$ cat src/pkg/core_regs_map.vh
// Register offsets, field positions, reset values and operation codes for the core register block.
`ifndef CORE_REGS_MAP_VH
`define CORE_REGS_MAP_VH

// Byte offsets of the bus registers.
`define OFF_BANK 8'h00
`define OFF_WREG 8'h04
`define OFF_PCL 8'h08
`define OFF_TABLE_POINTER_LOW 8'h0c
`define OFF_TABLE_POINTER_HIGH 8'h10
`define OFF_TABLE_RESULT_HIGH 8'h14
`define OFF_STATUS 8'h18
`define OFF_EE_ADDR 8'h1c
`define OFF_EE_DATA 8'h20

// Status field positions.
`define ST_CARRY 0
`define ST_HALF 1
`define ST_ZERO 2
`define ST_WRAP 3
`define ST_PDOWN 4
`define ST_TOUT 5

// Reset values and store depth.
`define RST_BYTE 8'h00
`define RST_FLAGS 4'h0
`define EE_DEPTH 64

// Operation codes from the instruction sequencer.
`define OP_MOVW 4'h0
`define OP_ADD 4'h1
`define OP_ADC 4'h2
`define OP_SUB 4'h3
`define OP_SBC 4'h4
`define OP_AND 4'h5
`define OP_OR 4'h6
`define OP_XOR 4'h7
`define OP_RLC 4'h8
`define OP_RRC 4'h9
`define OP_INC 4'ha
`define OP_DEC 4'hb
`define OP_CPL 4'hc

`endif

$ cat src/verilog/core_status_and_bank_regs.v
// Core status, bank, working, program counter low and table registers with an AHB-Lite slave.
//
// Added by the designer: the AHB-Lite interface to the registers and the register addresses.
`timescale 1ns/1ps
`include "core_regs_map.vh"

module core_status_and_bank_regs (
	// Clock and reset.
	input wire hclk,
	input wire hresetn,
	// AHB-Lite slave.
	input wire hsel,
	input wire [31:0] haddr,
	input wire [1:0] htrans,
	input wire hwrite,
	input wire [2:0] hsize,
	input wire [31:0] hwdata,
	input wire hready,
	output wire [31:0] hrdata,
	output wire hreadyout,
	output wire hresp,
	// ALU request from the sequencer.
	input wire alu_valid,
	input wire [3:0] alu_op,
	input wire [7:0] alu_operand,
	output reg [7:0] working_register,
	// Program counter low byte jump.
	output reg [7:0] program_counter_low_byte,
	output reg pc_jump,
	output reg dummy_cycle,
	// Table read.
	input wire table_read_req,
	output wire [15:0] table_addr,
	output reg table_fetch,
	input wire table_word_valid,
	input wire [15:0] table_word,
	output reg [7:0] table_low_data,
	output reg table_low_valid,
	// System events.
	input wire sleep_exec,
	input wire watchdog_clear_instruction,
	input wire watchdog_expired,
	input wire soft_reset,
	input wire soft_reset_from_wdt,
	// Data memory bank steering.
	input wire access_indirect_mp1,
	output wire access_bank
);

	// Bus and architectural state.
	reg bank_select_bit;
	reg [7:0] table_pointer_low;
	reg [7:0] table_pointer_high;
	reg [7:0] table_result_high;
	reg watchdog_expired_flag;
	reg power_down_flag;
	reg signed_wrap_flag;
	reg zero_flag;
	reg half_carry_flag;
	reg carry_flag;
	reg [5:0] ee_addr_q;
	reg [7:0] ee_store [0:`EE_DEPTH-1];
	reg wr_pend_q;
	reg [7:0] addr_q;
	reg table_wait_q;

	// ALU result and flags.
	reg [7:0] res_d;
	reg c_d;
	reg h_d;
	reg v_d;
	reg c_def;
	reg hv_def;
	reg z_def;
	reg res_def;

	wire bus_start;
	wire bus_wr;
	wire [7:0] wb;
	wire [7:0] status_rd;
	reg [7:0] rd_byte;

	// Adder shared by add, add with carry, subtract and subtract with borrow; returns {carry8, half, carry7, sum}.
	function [10:0] add8;
		input [7:0] a;
		input [7:0] b;
		input cin;
		reg [4:0] lo;
		reg [3:0] mid;
		reg [1:0] hi;
		begin
			lo = {1'b0, a[3:0]} + {1'b0, b[3:0]} + {4'h0, cin};
			mid = {1'b0, a[6:4]} + {1'b0, b[6:4]} + {3'h0, lo[4]};
			hi = {1'b0, a[7]} + {1'b0, b[7]} + {1'b0, mid[3]};
			add8 = {hi[1], lo[4], mid[3], hi[0], mid[2:0], lo[3:0]};
		end
	endfunction

	// Zero-wait slave: every transfer completes in one data phase, always OKAY.
	assign hreadyout = 1'b1;
	assign hresp = 1'b0;
	assign bus_start = hsel & hready & htrans[1];
	assign bus_wr = wr_pend_q;
	assign wb = hwdata[7:0];

	// Address phase capture; a write is committed in the following data phase.
	always @(posedge hclk or negedge hresetn) begin
		if (!hresetn) begin
			addr_q <= `RST_BYTE;
			wr_pend_q <= 1'b0;
		end else begin
			wr_pend_q <= bus_start & hwrite;
			if (bus_start) begin
				addr_q <= haddr[7:0];
			end
		end
	end

	// Status image: bits 7..6 read zero, flags in their fixed places.
	assign status_rd = {2'b00, watchdog_expired_flag, power_down_flag, signed_wrap_flag, zero_flag,
		half_carry_flag, carry_flag};

	// Read mux over the registered address; unmapped offsets read zero.
	always @* begin
		case (addr_q)
			`OFF_BANK: rd_byte = {7'h00, bank_select_bit};
			`OFF_WREG: rd_byte = working_register;
			`OFF_PCL: rd_byte = program_counter_low_byte;
			`OFF_TABLE_POINTER_LOW: rd_byte = table_pointer_low;
			`OFF_TABLE_POINTER_HIGH: rd_byte = table_pointer_high;
			`OFF_TABLE_RESULT_HIGH: rd_byte = table_result_high;
			`OFF_STATUS: rd_byte = status_rd;
			`OFF_EE_ADDR: rd_byte = {2'b00, ee_addr_q};
			`OFF_EE_DATA: rd_byte = ee_store[ee_addr_q];
			default: rd_byte = `RST_BYTE;
		endcase
	end
	assign hrdata = {24'h000000, rd_byte};

	// Direct addressing never leaves bank 0; only the second pointer follows the bank bit.
	assign access_bank = access_indirect_mp1 & bank_select_bit;
	assign table_addr = {table_pointer_high, table_pointer_low};

	// Operation decode; a flag whose *_def stays low keeps its old value.
	always @* begin
		res_d = working_register;
		c_d = carry_flag;
		h_d = half_carry_flag;
		v_d = signed_wrap_flag;
		c_def = 1'b0;
		hv_def = 1'b0;
		z_def = 1'b0;
		res_def = 1'b1;
		case (alu_op)
			`OP_MOVW: res_d = alu_operand;
			`OP_ADD: begin
				{c_d, h_d, v_d, res_d} = add8(working_register, alu_operand, 1'b0);
				{c_def, hv_def, z_def} = 3'b111;
			end
			`OP_ADC: begin
				{c_d, h_d, v_d, res_d} = add8(working_register, alu_operand, carry_flag);
				{c_def, hv_def, z_def} = 3'b111;
			end
			`OP_SUB: begin
				// Subtract as add of the complement: carry out high means no borrow.
				{c_d, h_d, v_d, res_d} = add8(working_register, ~alu_operand, 1'b1);
				{c_def, hv_def, z_def} = 3'b111;
			end
			`OP_SBC: begin
				{c_d, h_d, v_d, res_d} = add8(working_register, ~alu_operand, carry_flag);
				{c_def, hv_def, z_def} = 3'b111;
			end
			`OP_AND: begin
				res_d = working_register & alu_operand;
				z_def = 1'b1;
			end
			`OP_OR: begin
				res_d = working_register | alu_operand;
				z_def = 1'b1;
			end
			`OP_XOR: begin
				res_d = working_register ^ alu_operand;
				z_def = 1'b1;
			end
			`OP_RLC: begin
				res_d = {alu_operand[6:0], carry_flag};
				{c_d, c_def} = {alu_operand[7], 1'b1};
			end
			`OP_RRC: begin
				res_d = {carry_flag, alu_operand[7:1]};
				{c_d, c_def} = {alu_operand[0], 1'b1};
			end
			`OP_INC: begin
				res_d = alu_operand + 8'h01;
				z_def = 1'b1;
			end
			`OP_DEC: begin
				res_d = alu_operand - 8'h01;
				z_def = 1'b1;
			end
			`OP_CPL: begin
				res_d = ~alu_operand;
				z_def = 1'b1;
			end
			default: res_def = 1'b0;
		endcase
		// The adder packs carry7 into v_d; overflow is carry7 against carry8.
		v_d = hv_def ? (v_d ^ c_d) : signed_wrap_flag;
	end

	// Working register: ALU results of defined operations land here; a bus write in the same cycle wins.
	always @(posedge hclk or negedge hresetn) begin
		if (!hresetn) begin
			working_register <= `RST_BYTE;
		end else if (bus_wr && addr_q == `OFF_WREG) begin
			working_register <= wb;
		end else if (alu_valid && res_def) begin
			working_register <= res_d;
		end
	end

	// Arithmetic flags; undefined flags hold, bus writes override ALU updates.
	always @(posedge hclk or negedge hresetn) begin
		if (!hresetn) begin
			{signed_wrap_flag, zero_flag, half_carry_flag, carry_flag} <= `RST_FLAGS;
		end else if (bus_wr && addr_q == `OFF_STATUS) begin
			carry_flag <= wb[`ST_CARRY];
			half_carry_flag <= wb[`ST_HALF];
			zero_flag <= wb[`ST_ZERO];
			signed_wrap_flag <= wb[`ST_WRAP];
		end else if (alu_valid) begin
			if (c_def) begin
				carry_flag <= c_d;
			end
			if (hv_def) begin
				half_carry_flag <= h_d;
				signed_wrap_flag <= v_d;
			end
			if (z_def) begin
				zero_flag <= (res_d == 8'h00);
			end
		end
	end

	// Time-out and power-down flags: only system events reach them, never a bus write.
	// Nothing here copies status to a stack; calls leave it to software to save.
	always @(posedge hclk or negedge hresetn) begin
		if (!hresetn) begin
			watchdog_expired_flag <= 1'b0;
			power_down_flag <= 1'b0;
		end else begin
			if (watchdog_expired) begin
				watchdog_expired_flag <= 1'b1;
			end else if (watchdog_clear_instruction || sleep_exec) begin
				watchdog_expired_flag <= 1'b0;
			end
			if (sleep_exec) begin
				power_down_flag <= 1'b1;
			end else if (watchdog_clear_instruction) begin
				power_down_flag <= 1'b0;
			end
		end
	end

	// Bank bit: a watchdog reset taken while powered down keeps the selection.
	always @(posedge hclk or negedge hresetn) begin
		if (!hresetn) begin
			bank_select_bit <= 1'b0;
		end else if (soft_reset) begin
			if (!(soft_reset_from_wdt && power_down_flag)) begin
				bank_select_bit <= 1'b0;
			end
		end else if (bus_wr && addr_q == `OFF_BANK) begin
			bank_select_bit <= wb[0];
		end
	end

	// Program counter low byte: a write jumps inside the page and costs one dummy cycle.
	always @(posedge hclk or negedge hresetn) begin
		if (!hresetn) begin
			program_counter_low_byte <= `RST_BYTE;
			pc_jump <= 1'b0;
			dummy_cycle <= 1'b0;
		end else begin
			pc_jump <= 1'b0;
			dummy_cycle <= pc_jump;
			if (bus_wr && addr_q == `OFF_PCL) begin
				program_counter_low_byte <= wb;
				pc_jump <= 1'b1;
			end
		end
	end

	// Table pointers and read: after the fetch pulse the read waits for the program word.
	always @(posedge hclk or negedge hresetn) begin
		if (!hresetn) begin
			table_pointer_low <= `RST_BYTE;
			table_pointer_high <= `RST_BYTE;
			table_result_high <= `RST_BYTE;
			table_low_data <= `RST_BYTE;
			table_low_valid <= 1'b0;
			table_fetch <= 1'b0;
			table_wait_q <= 1'b0;
		end else begin
			table_fetch <= 1'b0;
			table_low_valid <= 1'b0;
			if (bus_wr && addr_q == `OFF_TABLE_POINTER_LOW) begin
				table_pointer_low <= wb;
			end
			if (bus_wr && addr_q == `OFF_TABLE_POINTER_HIGH) begin
				table_pointer_high <= wb;
			end
			if (table_read_req && !table_wait_q) begin
				table_fetch <= 1'b1;
				table_wait_q <= 1'b1;
			end else if (table_wait_q && table_word_valid) begin
				table_result_high <= table_word[15:8];
				table_low_data <= table_word[7:0];
				table_low_valid <= 1'b1;
				table_wait_q <= 1'b0;
			end
		end
	end

	// Non-volatile store: no memory map of its own, only the address and data registers.
	always @(posedge hclk or negedge hresetn) begin
		if (!hresetn) begin
			ee_addr_q <= 6'h00;
		end else if (bus_wr && addr_q == `OFF_EE_ADDR) begin
			ee_addr_q <= wb[5:0];
		end
	end

	// Store array has no reset; its content is software's to define.
	always @(posedge hclk) begin
		if (bus_wr && addr_q == `OFF_EE_DATA) begin
			ee_store[ee_addr_q] <= wb;
		end
	end

endmodule

$ cat config.mk
export PLATFORM = sky130hd
export DESIGN_NAME = core_status_and_bank_regs
export DESIGN_NICKNAME = d
export VERILOG_FILES = /design/src/verilog/core_status_and_bank_regs.v
export VERILOG_INCLUDE_DIRS = /design/src /design/src/pkg
export SDC_FILE = /design/constraint.sdc
export NUM_CORES = 1
export LEC_CHECK = 0
export ABC_AREA = 1
export CAP_MARGIN = 10
export CORE_AREA = 2 2 317 241
export CTS_BUF_LIST = sky130_fd_sc_hd__clkbuf_16
export CTS_CLUSTER_SIZE = 40
export DETAILED_ROUTE_END_ITERATION = 16
export DIE_AREA = 0 0 319 243
export DONT_BUFFER_PORTS = 1
export GPL_ROUTABILITY_DRIVEN = 0
export MAX_ROUTING_LAYER = met4
export SYNTH_ARGS = -nofsm -noshare
export SYNTH_HDL_FRONTEND = slang
export SYNTH_SLANG_ARGS = --single-unit
$ cat constraint.sdc
create_clock -name hclk -period 3.3 [get_ports hclk]
set_clock_uncertainty 0.1 [all_clocks]
set_input_delay 0.66 -clock hclk [delete_from_list [all_inputs] [get_ports hclk]]
set_output_delay 0.66 -clock hclk [all_outputs]
set_load 0.05 [all_outputs]
==> results of run 1 <==
## layout by cell type, fill, tap and decap left out, drive strengths merged, types with 9 or more instances in the layout
| cell | synthesis | final |
|---|---|---|
| nand3 | 110 | 110 |
| fa | 9 | 9 |
| nand4 | 71 | 71 |
| dfrtp | 75 | 75 |
| ha | 42 | 42 |
| clkinv | 0 | 23 |
| nor3 | 14 | 14 |
| nor2 | 167 | 167 |
| nand2 | 736 | 736 |
| buf | 75 | 309 |
| o2111ai | 23 | 23 |
| conb | 2 | 26 |
| edfxtp | 512 | 512 |
| a21oi | 32 | 32 |
| a22oi | 57 | 57 |
| a22o | 27 | 27 |
| o21ai | 97 | 97 |
| inv | 185 | 200 |
| clkbuf | 16 | 65 |
## report_power, final
part	leakage [nW]	internal, mW	switching, mW
Sequential	5.41	8.19	0.229
Clock	0.941	3.60	2.73
Combinational	6.30	1.30	1.88
## per-layer routing
layer  up-vias  routed length, um  global-route usage [%]
met5         -                  0                       -
met2       934              35900                    29.9
li1       8623                  -                       -
met1      9450              34600                    28.5
met4         0               1700                    4.48
met3       148               7380                    3.54
## repair_timing
action,in CTS,in global routing
resized for setup,155,137
pin swaps,63,112
cloned,2,7
hold endpoints to repair,75,0
hold buffers,2,0
setup endpoints to repair,14,16
buffers inserted,32,26
## logic make-up after synthesis
| group | Yosys count | share of synthesized area, % |
|---|---|---|
| flops | 587 | 66.8 |
| mux | 4 | 0.174 |
| simple gates | 1117 | 18.4 |
| other cells | 2 | 0.0291 |
| compound gates | 270 | 6.89 |
| xor+xnor | 3 | 0.102 |
| fa+ha+maj | 51 | 2.73 |
| buf+inv | 276 | 4.83 |
## worst max path at each step
stage	from	to	slack, ns	cells after the start
after global routing	working_register[0]$_DFFE_PN0P_	zero_flag$_DFFE_PN0P_	-0.69	24
after CTS	working_register[0]$_DFFE_PN0P_	zero_flag$_DFFE_PN0P_	-0.41	24
final	working_register[0]$_DFFE_PN0P_	zero_flag$_DFFE_PN0P_	-0.61	24
after global placement	alu_operand[0]	zero_flag$_DFFE_PN0P_	-0.80	26
after floorplan	alu_operand[0]	zero_flag$_DFFE_PN0P_	-0.43	25
after detailed placement	alu_operand[0]	zero_flag$_DFFE_PN0P_	-0.77	25
## state kept, by name, summed over array words and instances (netlist names), 6 cells and up
name and cells:
program_counter_low_byte 8, table_pointer_high 8, table_result_high 8, working_register 8, table_low_data 8, ee_store 512
table_pointer_low 8, addr_q 8, ee_addr_q 6
## worst max-delay path: stages, from the launching register on
cell and delay, ns:
dfrtp_2 0.43, ha_4 0.16, inv_4 0.04, fa_2 0.57
inv_2 0.05, ha_4 0.17, nand3_4 0.06, inv_2 0.05
nand2_2 0.09, xor2_2 0.18, ha_2 0.24, nand4_1 0.13
and2_4 0.18, fa_2 0.44, nand2_2 0.08, o21ai_1 0.07
nor2_1 0.12, nand2_1 0.08, nor2_1 0.12, nand2_1 0.08
nand2_2 0.09, nand2_1 0.05, inv_1 0.05, nand3_1 0.06
a21oi_1 0.15
## metrics by stage
step / setup TNS, ns / setup WS [ns] / std cells / hold WS (ns) / instance area, um2
finish: -4.64 / -0.611 / 3642 / 0.0292 / 32400
global route: -5.88 / -0.692 / 3642 / 0.0211 / 32400
CTS: -3.86 / -0.410 / 3616 / 0.0101 / 31500
detailed placement: -3.38 / -0.768 / 3477 / 0.266 / 28900
global placement: -3.22 / -0.803 / 3477 / 0.266 / 28900
floorplan: -1.10 / -0.431 / 2334 / 0.264 / 26000
## layout make-up
cell class              instances  area share [%]
well taps                     979            3.78
repair buffers                316            9.56
flip-flops and latches        587            53.3
clock inverters                45            1.02
clock buffers                  59            4.56
multi-input cells            1471            25.4
inverters                     185            2.38
==> metrics.cfg, run 1 <==
[status]
status=finished with violations
violations=setup timing

[worst_setup_path]
crit_arrival_ns=4.36
cp-end-kind=flip-flop
critical_path_class=flip-flop to flip-flop
rrSetupSlack_ns=-0.61
cp-start-kind=flip-flop
rr_worst_depth=24
crit_fanout=3
r2r-start=working_register[0]$_DFFE_PN0P_
cp_data_required_time_ns=3.75
rr_endpoint=zero_flag$_DFFE_PN0P_

[timing]
drv_slew=0
relSlewSlack_pct=41.2
hold_viol=0
fmax_ghz=0.256
finalCritPeriodShare_pct=119
setup_viol=14
fin_ws_ns=-0.611
worst_slew_pin_slew_ns=0.878
period_minus_slack_ns=3.91
rsz0062_at_grt=yes

[worst_hold_path]
hold_class=input pin to flip-flop
whs_path_depth=1
min_from=watchdog_clear_instruction
whs_endpoint=power_down_flag$_DFFE_PN0P_

[grt]
grt_pass1_vias=18200
grt_max_degree=76
antenna_found_initial=0
grtUsageTotal_pct=20.0
grt_pass1_wl_um=115000
grt_overflow=0

[finish]
utilization_pct=43.5
nFillCells=6811
antenna_cells=0
finalNetCount=2780
drive_gt1_share_pct=23.1
multi_input_area_mm2=0.00821
seqCellArea_mm2=0.0173
synthToLayoutAreaGrowth_pct=25.4

[floorplanning]
core_mm2=0.0745
num_rows=87
die_w_um=319
fp.dieArea_mm2=0.0775
die_h_um=243
initial_core_util_pct=34.7
boundaryPins=190

[synth]
synthTopCellsByCount=nand2_1, edfxtp_1, inv_1
syn_inst=2310
netlist_area_mm2=0.0258
yosysMostFrequentCell=nand2_1
synth_top_area_share_pct=59.5
ys_warn_count=0
synth_ff_type=edfxtp_1
async_flop_share_pct=12.8
yosysTopAreaCell=edfxtp_1
synth_edf_count=512
avgSynthCellArea_um2=11.2
synth_cell_types=50
synth_seq_area_share_pct=66.8
synthTopCellsByArea=edfxtp_1, nand2_1, dfrtp_1
ys_ff_latch=587

[route]
num_vias=19200
via_per_inst=5.26
drt_wl_total_um=79500
dr.pass1.iters=5
drt_iter0_drc=2184
ant_nets=0
routedWlPerCell_um=21.8
drc=0

[cts]
path_clk_slew_ns=0.06
cts-buffers-inserted=57
clkLatencyLatePin_ns=0.62
cts_tree=built
cts-root-buf=clkbuf_16
cts_buffer_depth=3
htreeDepth=2
clock_sinks=587

[place]
portBuffers=0
hpwl_um=51100

[power]
leakagePower_nw=12.7
peakVddDrop_v=0.000583
p_total_mw=17.9
power_density_mw_per_mm2=554

[job]
maxCapViolCount=0

No activity file was read; power rests on OpenSTA's default activity.
==> run 2: changes to the inputs <==
Settings changed: ABC_AREA 1 to 0, CORE_AREA 2 2 317 241 to 2 2 312 237, DIE_AREA 0 0 319 243 to 0 0 314 239.
Clock period 3.3 ns to 3.14 ns, I/O delays scaled along.
==> metrics.cfg, run 2 <==
[status]
status=finished with violations  ; unchanged
violations=setup timing  ; unchanged

[power]
seq_power_share_pct=45.8  ; was 47.0%
power_switching_mw=5.29  ; was 4.84 mW
power_density_mw_per_mm2=597  ; was 554 mW/mm2
clkPwrFrac_pct=35.8  ; was 35.3%
swShare_pct=27.2  ; was 27.0%
internal_power_mw=14.2  ; was 13.1 mW
p_comb_share_pct=18.4  ; was 17.7%
leakagePower_nw=11.5  ; was 12.7 nW
peakVddDrop_v=0.000558  ; was 0.000583 V

[worst_setup_path]
crit_chain=buf_6 > ha_4 > inv_2 > fa_2 > inv_4 > ha_4 > o211ai_1 > xor2_2 > ha_4 > a211o_1 > nand2_2 > fa_1 > nand2_1 > o21ai_2 > o41ai_2 > a2111oi_2 > o211ai_1 > o21ai_1 > a31o_1  ; was ha_4 > inv_4 > fa_2 > inv_2 > ha_4 > nand3_4 > inv_2 > nand2_2 > xor2_2 > ha_2 > nand4_1 > and2_4 > fa_2 > nand2_2 > o21ai_1 > nor2_1 > nand2_1 > nor2_1 > nand2_1 > nand2_2 > nand2_1 > inv_1 > nand3_1 > a21oi_1
rrSetupSlack_ns=-1.01  ; was -0.61 ns
cpLargestDelayFamily=compound AO/OA/AOI/OAI gates  ; was adder cells
crit_fanout=3  ; unchanged
cp-end-kind=flip-flop  ; unchanged
cp_data_required_time_ns=3.54  ; was 3.75 ns
critical_path_class=flip-flop to flip-flop  ; unchanged
cp.buffers_inverters=3  ; was 4
cp_slowest_cell=fa_2  ; unchanged
cp-start-kind=flip-flop  ; unchanged
crit_top_cell=ha_4
cpPeakStageDelay_ns=0.46  ; was 0.57 ns
rr_endpoint=zero_flag$_DFFE_PN0P_  ; unchanged
rr_worst_depth=19  ; was 24
crit_arrival_ns=4.55  ; was 4.36 ns
r2r-start=working_register[0]$_DFFE_PN0P_  ; unchanged

[timing]
hold_viol=0  ; unchanged
setup_viol=15  ; was 14
worst_slew_pin_slew_ns=0.931  ; was 0.878 ns
finalCritPeriodShare_pct=132  ; was 119%
final.setup.tns_ns=-11.75  ; was -4.64 ns
period_minus_slack_ns=4.15  ; was 3.91 ns
relSlewSlack_pct=37.7  ; was 41.2%
fin_ws_ns=-1.01  ; was -0.611 ns
fmax_ghz=0.241  ; was 0.256 GHz
drv_slew=0  ; unchanged
rsz0062_at_grt=yes  ; unchanged

[route]
dr.pass1.iters=6  ; was 5
routedWlPerCell_um=27.3  ; was 21.8 um
num_vias=17600  ; was 19200
drc=0  ; unchanged
drt-met1-wl_um=35500  ; was 34600 um
met2_length_um=36800  ; was 35900 um
ant_nets=0  ; unchanged
via_per_inst=5.74  ; was 5.26
wl_met3_um=9180  ; was 7380 um
drt_iter0_drc=2271  ; was 2184
drt_wl_total_um=83800  ; was 79500 um
top_layer=met4  ; unchanged

[synth]
synth_cell_types=86  ; was 50
synth_edf_count=512  ; unchanged
async_flop_share_pct=12.8  ; unchanged
synth_simple_gate_area_share_pct=6.35  ; was 18.4%
synth_top_family_by_area=compound AO/OA/AOI/OAI gates  ; was simple AND/OR/NAND/NOR gates
synthTopCellsByCount=edfxtp_1, a22oi_1, nor2_1  ; was nand2_1, edfxtp_1, inv_1
ys_warn_count=0  ; unchanged
synth_compound_area_share_pct=14.7  ; was 6.89%
yosysMostFrequentCell=edfxtp_1  ; was nand2_1
yosys.area_share.xor_xnor_pct=0.979  ; was 0.102%
netlist_area_mm2=0.0251  ; was 0.0258 mm2
ys_ff_latch=587  ; unchanged
yosysTopAreaCell=edfxtp_1  ; unchanged
muxShareOfSynthArea_pct=3.00  ; was 0.174%
syn_inst=1691  ; was 2310
synth_top_area_share_pct=61.4  ; was 59.5%
synth_ff_type=edfxtp_1  ; unchanged
synthTopCellsByArea=edfxtp_1, dfrtp_1, a22oi_1  ; was edfxtp_1, nand2_1, dfrtp_1
synth_seq_area_share_pct=68.9  ; was 66.8%
synth_fa_ha_area_share_pct=2.82  ; was 2.73%
avgSynthCellArea_um2=14.8  ; was 11.2 um2

[grt]
grt_pass1_wl_um=116000  ; was 115000 um
grt_max_degree=76  ; unchanged
grt_pass1_vias=16900  ; was 18200
grtUsageTotal_pct=21.7  ; was 20.0%
grt_overflow=0  ; unchanged
antenna_found_initial=2  ; was 0

[cts]
clkLatencyLatePin_ns=0.63  ; was 0.62 ns
htreeDepth=2  ; unchanged
cts-buffers-inserted=57  ; unchanged
cts_tree=built  ; unchanged
clock_sinks=587  ; unchanged
cts_buffer_depth=3  ; unchanged
path_clk_slew_ns=0.06  ; about the same
cts-root-buf=clkbuf_16  ; unchanged

[place]
dpl.cell_count=2894  ; was 3477
hpwl_um=50000  ; was 51100 um
portBuffers=0  ; unchanged
pre_cts_slack_ns=-1.39  ; was -0.768 ns

[finish]
mostFrequentLayoutCells=edfxtp_1, buf_4, a22oi_1  ; was nand2_1, edfxtp_1, buf_4
nFillCells=6272  ; was 6811
utilization_pct=45.0  ; was 43.5%
regMostFlops=ee_store  ; unchanged
drive_gt1_share_pct=34.2  ; was 23.1%
finalNonFillerCells=3065  ; was 3642
final_common_cell=edfxtp_1  ; was nand2_1
synthToLayoutAreaGrowth_pct=30.2  ; was 25.4%
antenna_cells=0  ; unchanged
largest_reg_flops=512  ; unchanged
finalNetCount=2212  ; was 2780

[floorplanning]
initial_core_util_pct=34.6  ; was 34.7%
fp.dieArea_mm2=0.0750  ; was 0.0775 mm2
boundaryPins=190  ; unchanged
core_mm2=0.0724  ; was 0.0745 mm2
die_h_um=239  ; was 243 um
die_w_um=314  ; was 319 um
num_rows=86  ; was 87

[worst_hold_path]
whs_endpoint=table_wait_q$_DFFE_PN0P_  ; was power_down_flag$_DFFE_PN0P_
min_from=table_read_req  ; was watchdog_clear_instruction
whs_path_depth=2  ; was 1
hold_class=input pin to flip-flop  ; unchanged

[job]
maxCapViolCount=0  ; unchanged

[run 2: timing repair]
item / in CTS / in global routing
endpoints found under the setup margin: 15 / 17
hold buffers: 26 / 5
setup buffers: 18 / 19
gates cloned: 2 / 6
gates resized for setup: 111 / 113
pin swaps: 48 / 76
hold endpoints to repair: 455 / 17
[run 2: per-layer routing]
metal  track usage [%]  vias to the layer above
li1                  -                     7489
met4              5.63                        0
met3              4.33                      169
met5                 -                        -
met2              31.3                     1030
met1              31.2                     8902
[run 2: logic make-up (layout without fill, tap and decap cells)]
kind of cell,count (synthesis),in the layout
other cells,2,26
mux,68,68
fa+ha+maj,51,51
buf+inv,166,548
flops,587,587
compound gates,488,488
xor+xnor,24,24
simple gates,305,305
[run 2: cell type report]
cell class	instances	area [um2]	area share (%)
Inverter	37	149	0.456
Clock inverter	48	470	1.44
Timing Repair Buffer	405	3840	11.8
Multi-Input combinational cell	962	8240	25.3
Tap cell	968	1210	3.71
Clock buffer	58	1450	4.45
Sequential cell	587	17300	52.9
[run 2: power by group through the flow]
stage | Clock, mW | Sequential, mW | Combinational [mW]
floorplan | 0 | 9.19 | 1.54
global placement | 0 | 9.07 | 2.75
detailed placement | 0 | 9.08 | 2.81
CTS | 7.03 | 8.92 | 3.22
global route | 7.35 | 8.93 | 3.76
finish | 6.96 | 8.92 | 3.58
[run 2: worst register-to-register path, cell delays in order (launching register included)]
cell       delay [ns]
dfrtp_2          0.43
buf_6            0.13
ha_4             0.15
inv_2            0.05
fa_2             0.46
inv_4            0.10
ha_4             0.13
o211ai_1         0.13
xor2_2           0.22
ha_4             0.21
a211o_1          0.33
nand2_2          0.09
fa_1             0.42
nand2_1          0.09
o21ai_2          0.06
o41ai_2          0.35
a2111oi_2        0.11
o211ai_1         0.15
o21ai_1          0.10
a31o_1           0.22
[run 2: how the worst max path moves through the flow]
stage               slack [ns]  depth (start not counted)                       startpoint                         endpoint
floorplan                -0.83                         20                   alu_operand[0]  working_register[7]$_DFFE_PN0P_
global placement         -1.53                         18                   alu_operand[2]  working_register[7]$_DFFE_PN0P_
detailed placement       -1.39                         18                   alu_operand[2]  working_register[7]$_DFFE_PN0P_
CTS                      -1.06                         20  working_register[0]$_DFFE_PN0P_  working_register[7]$_DFFE_PN0P_
global route             -1.30                         16  working_register[0]$_DFFE_PN0P_  working_register[7]$_DFFE_PN0P_
finish                   -1.01                         19  working_register[0]$_DFFE_PN0P_            zero_flag$_DFFE_PN0P_
[run 2: through the flow]
stage	area, um2	power [mW]	hold WS, ns
finish	32600	19.5	0.0327
global route	32600	20.0	0.00200
CTS	31800	19.2	0.000148
detailed placement	28700	11.9	0.234
global placement	28700	11.8	0.234
floorplan	25300	10.7	0.232
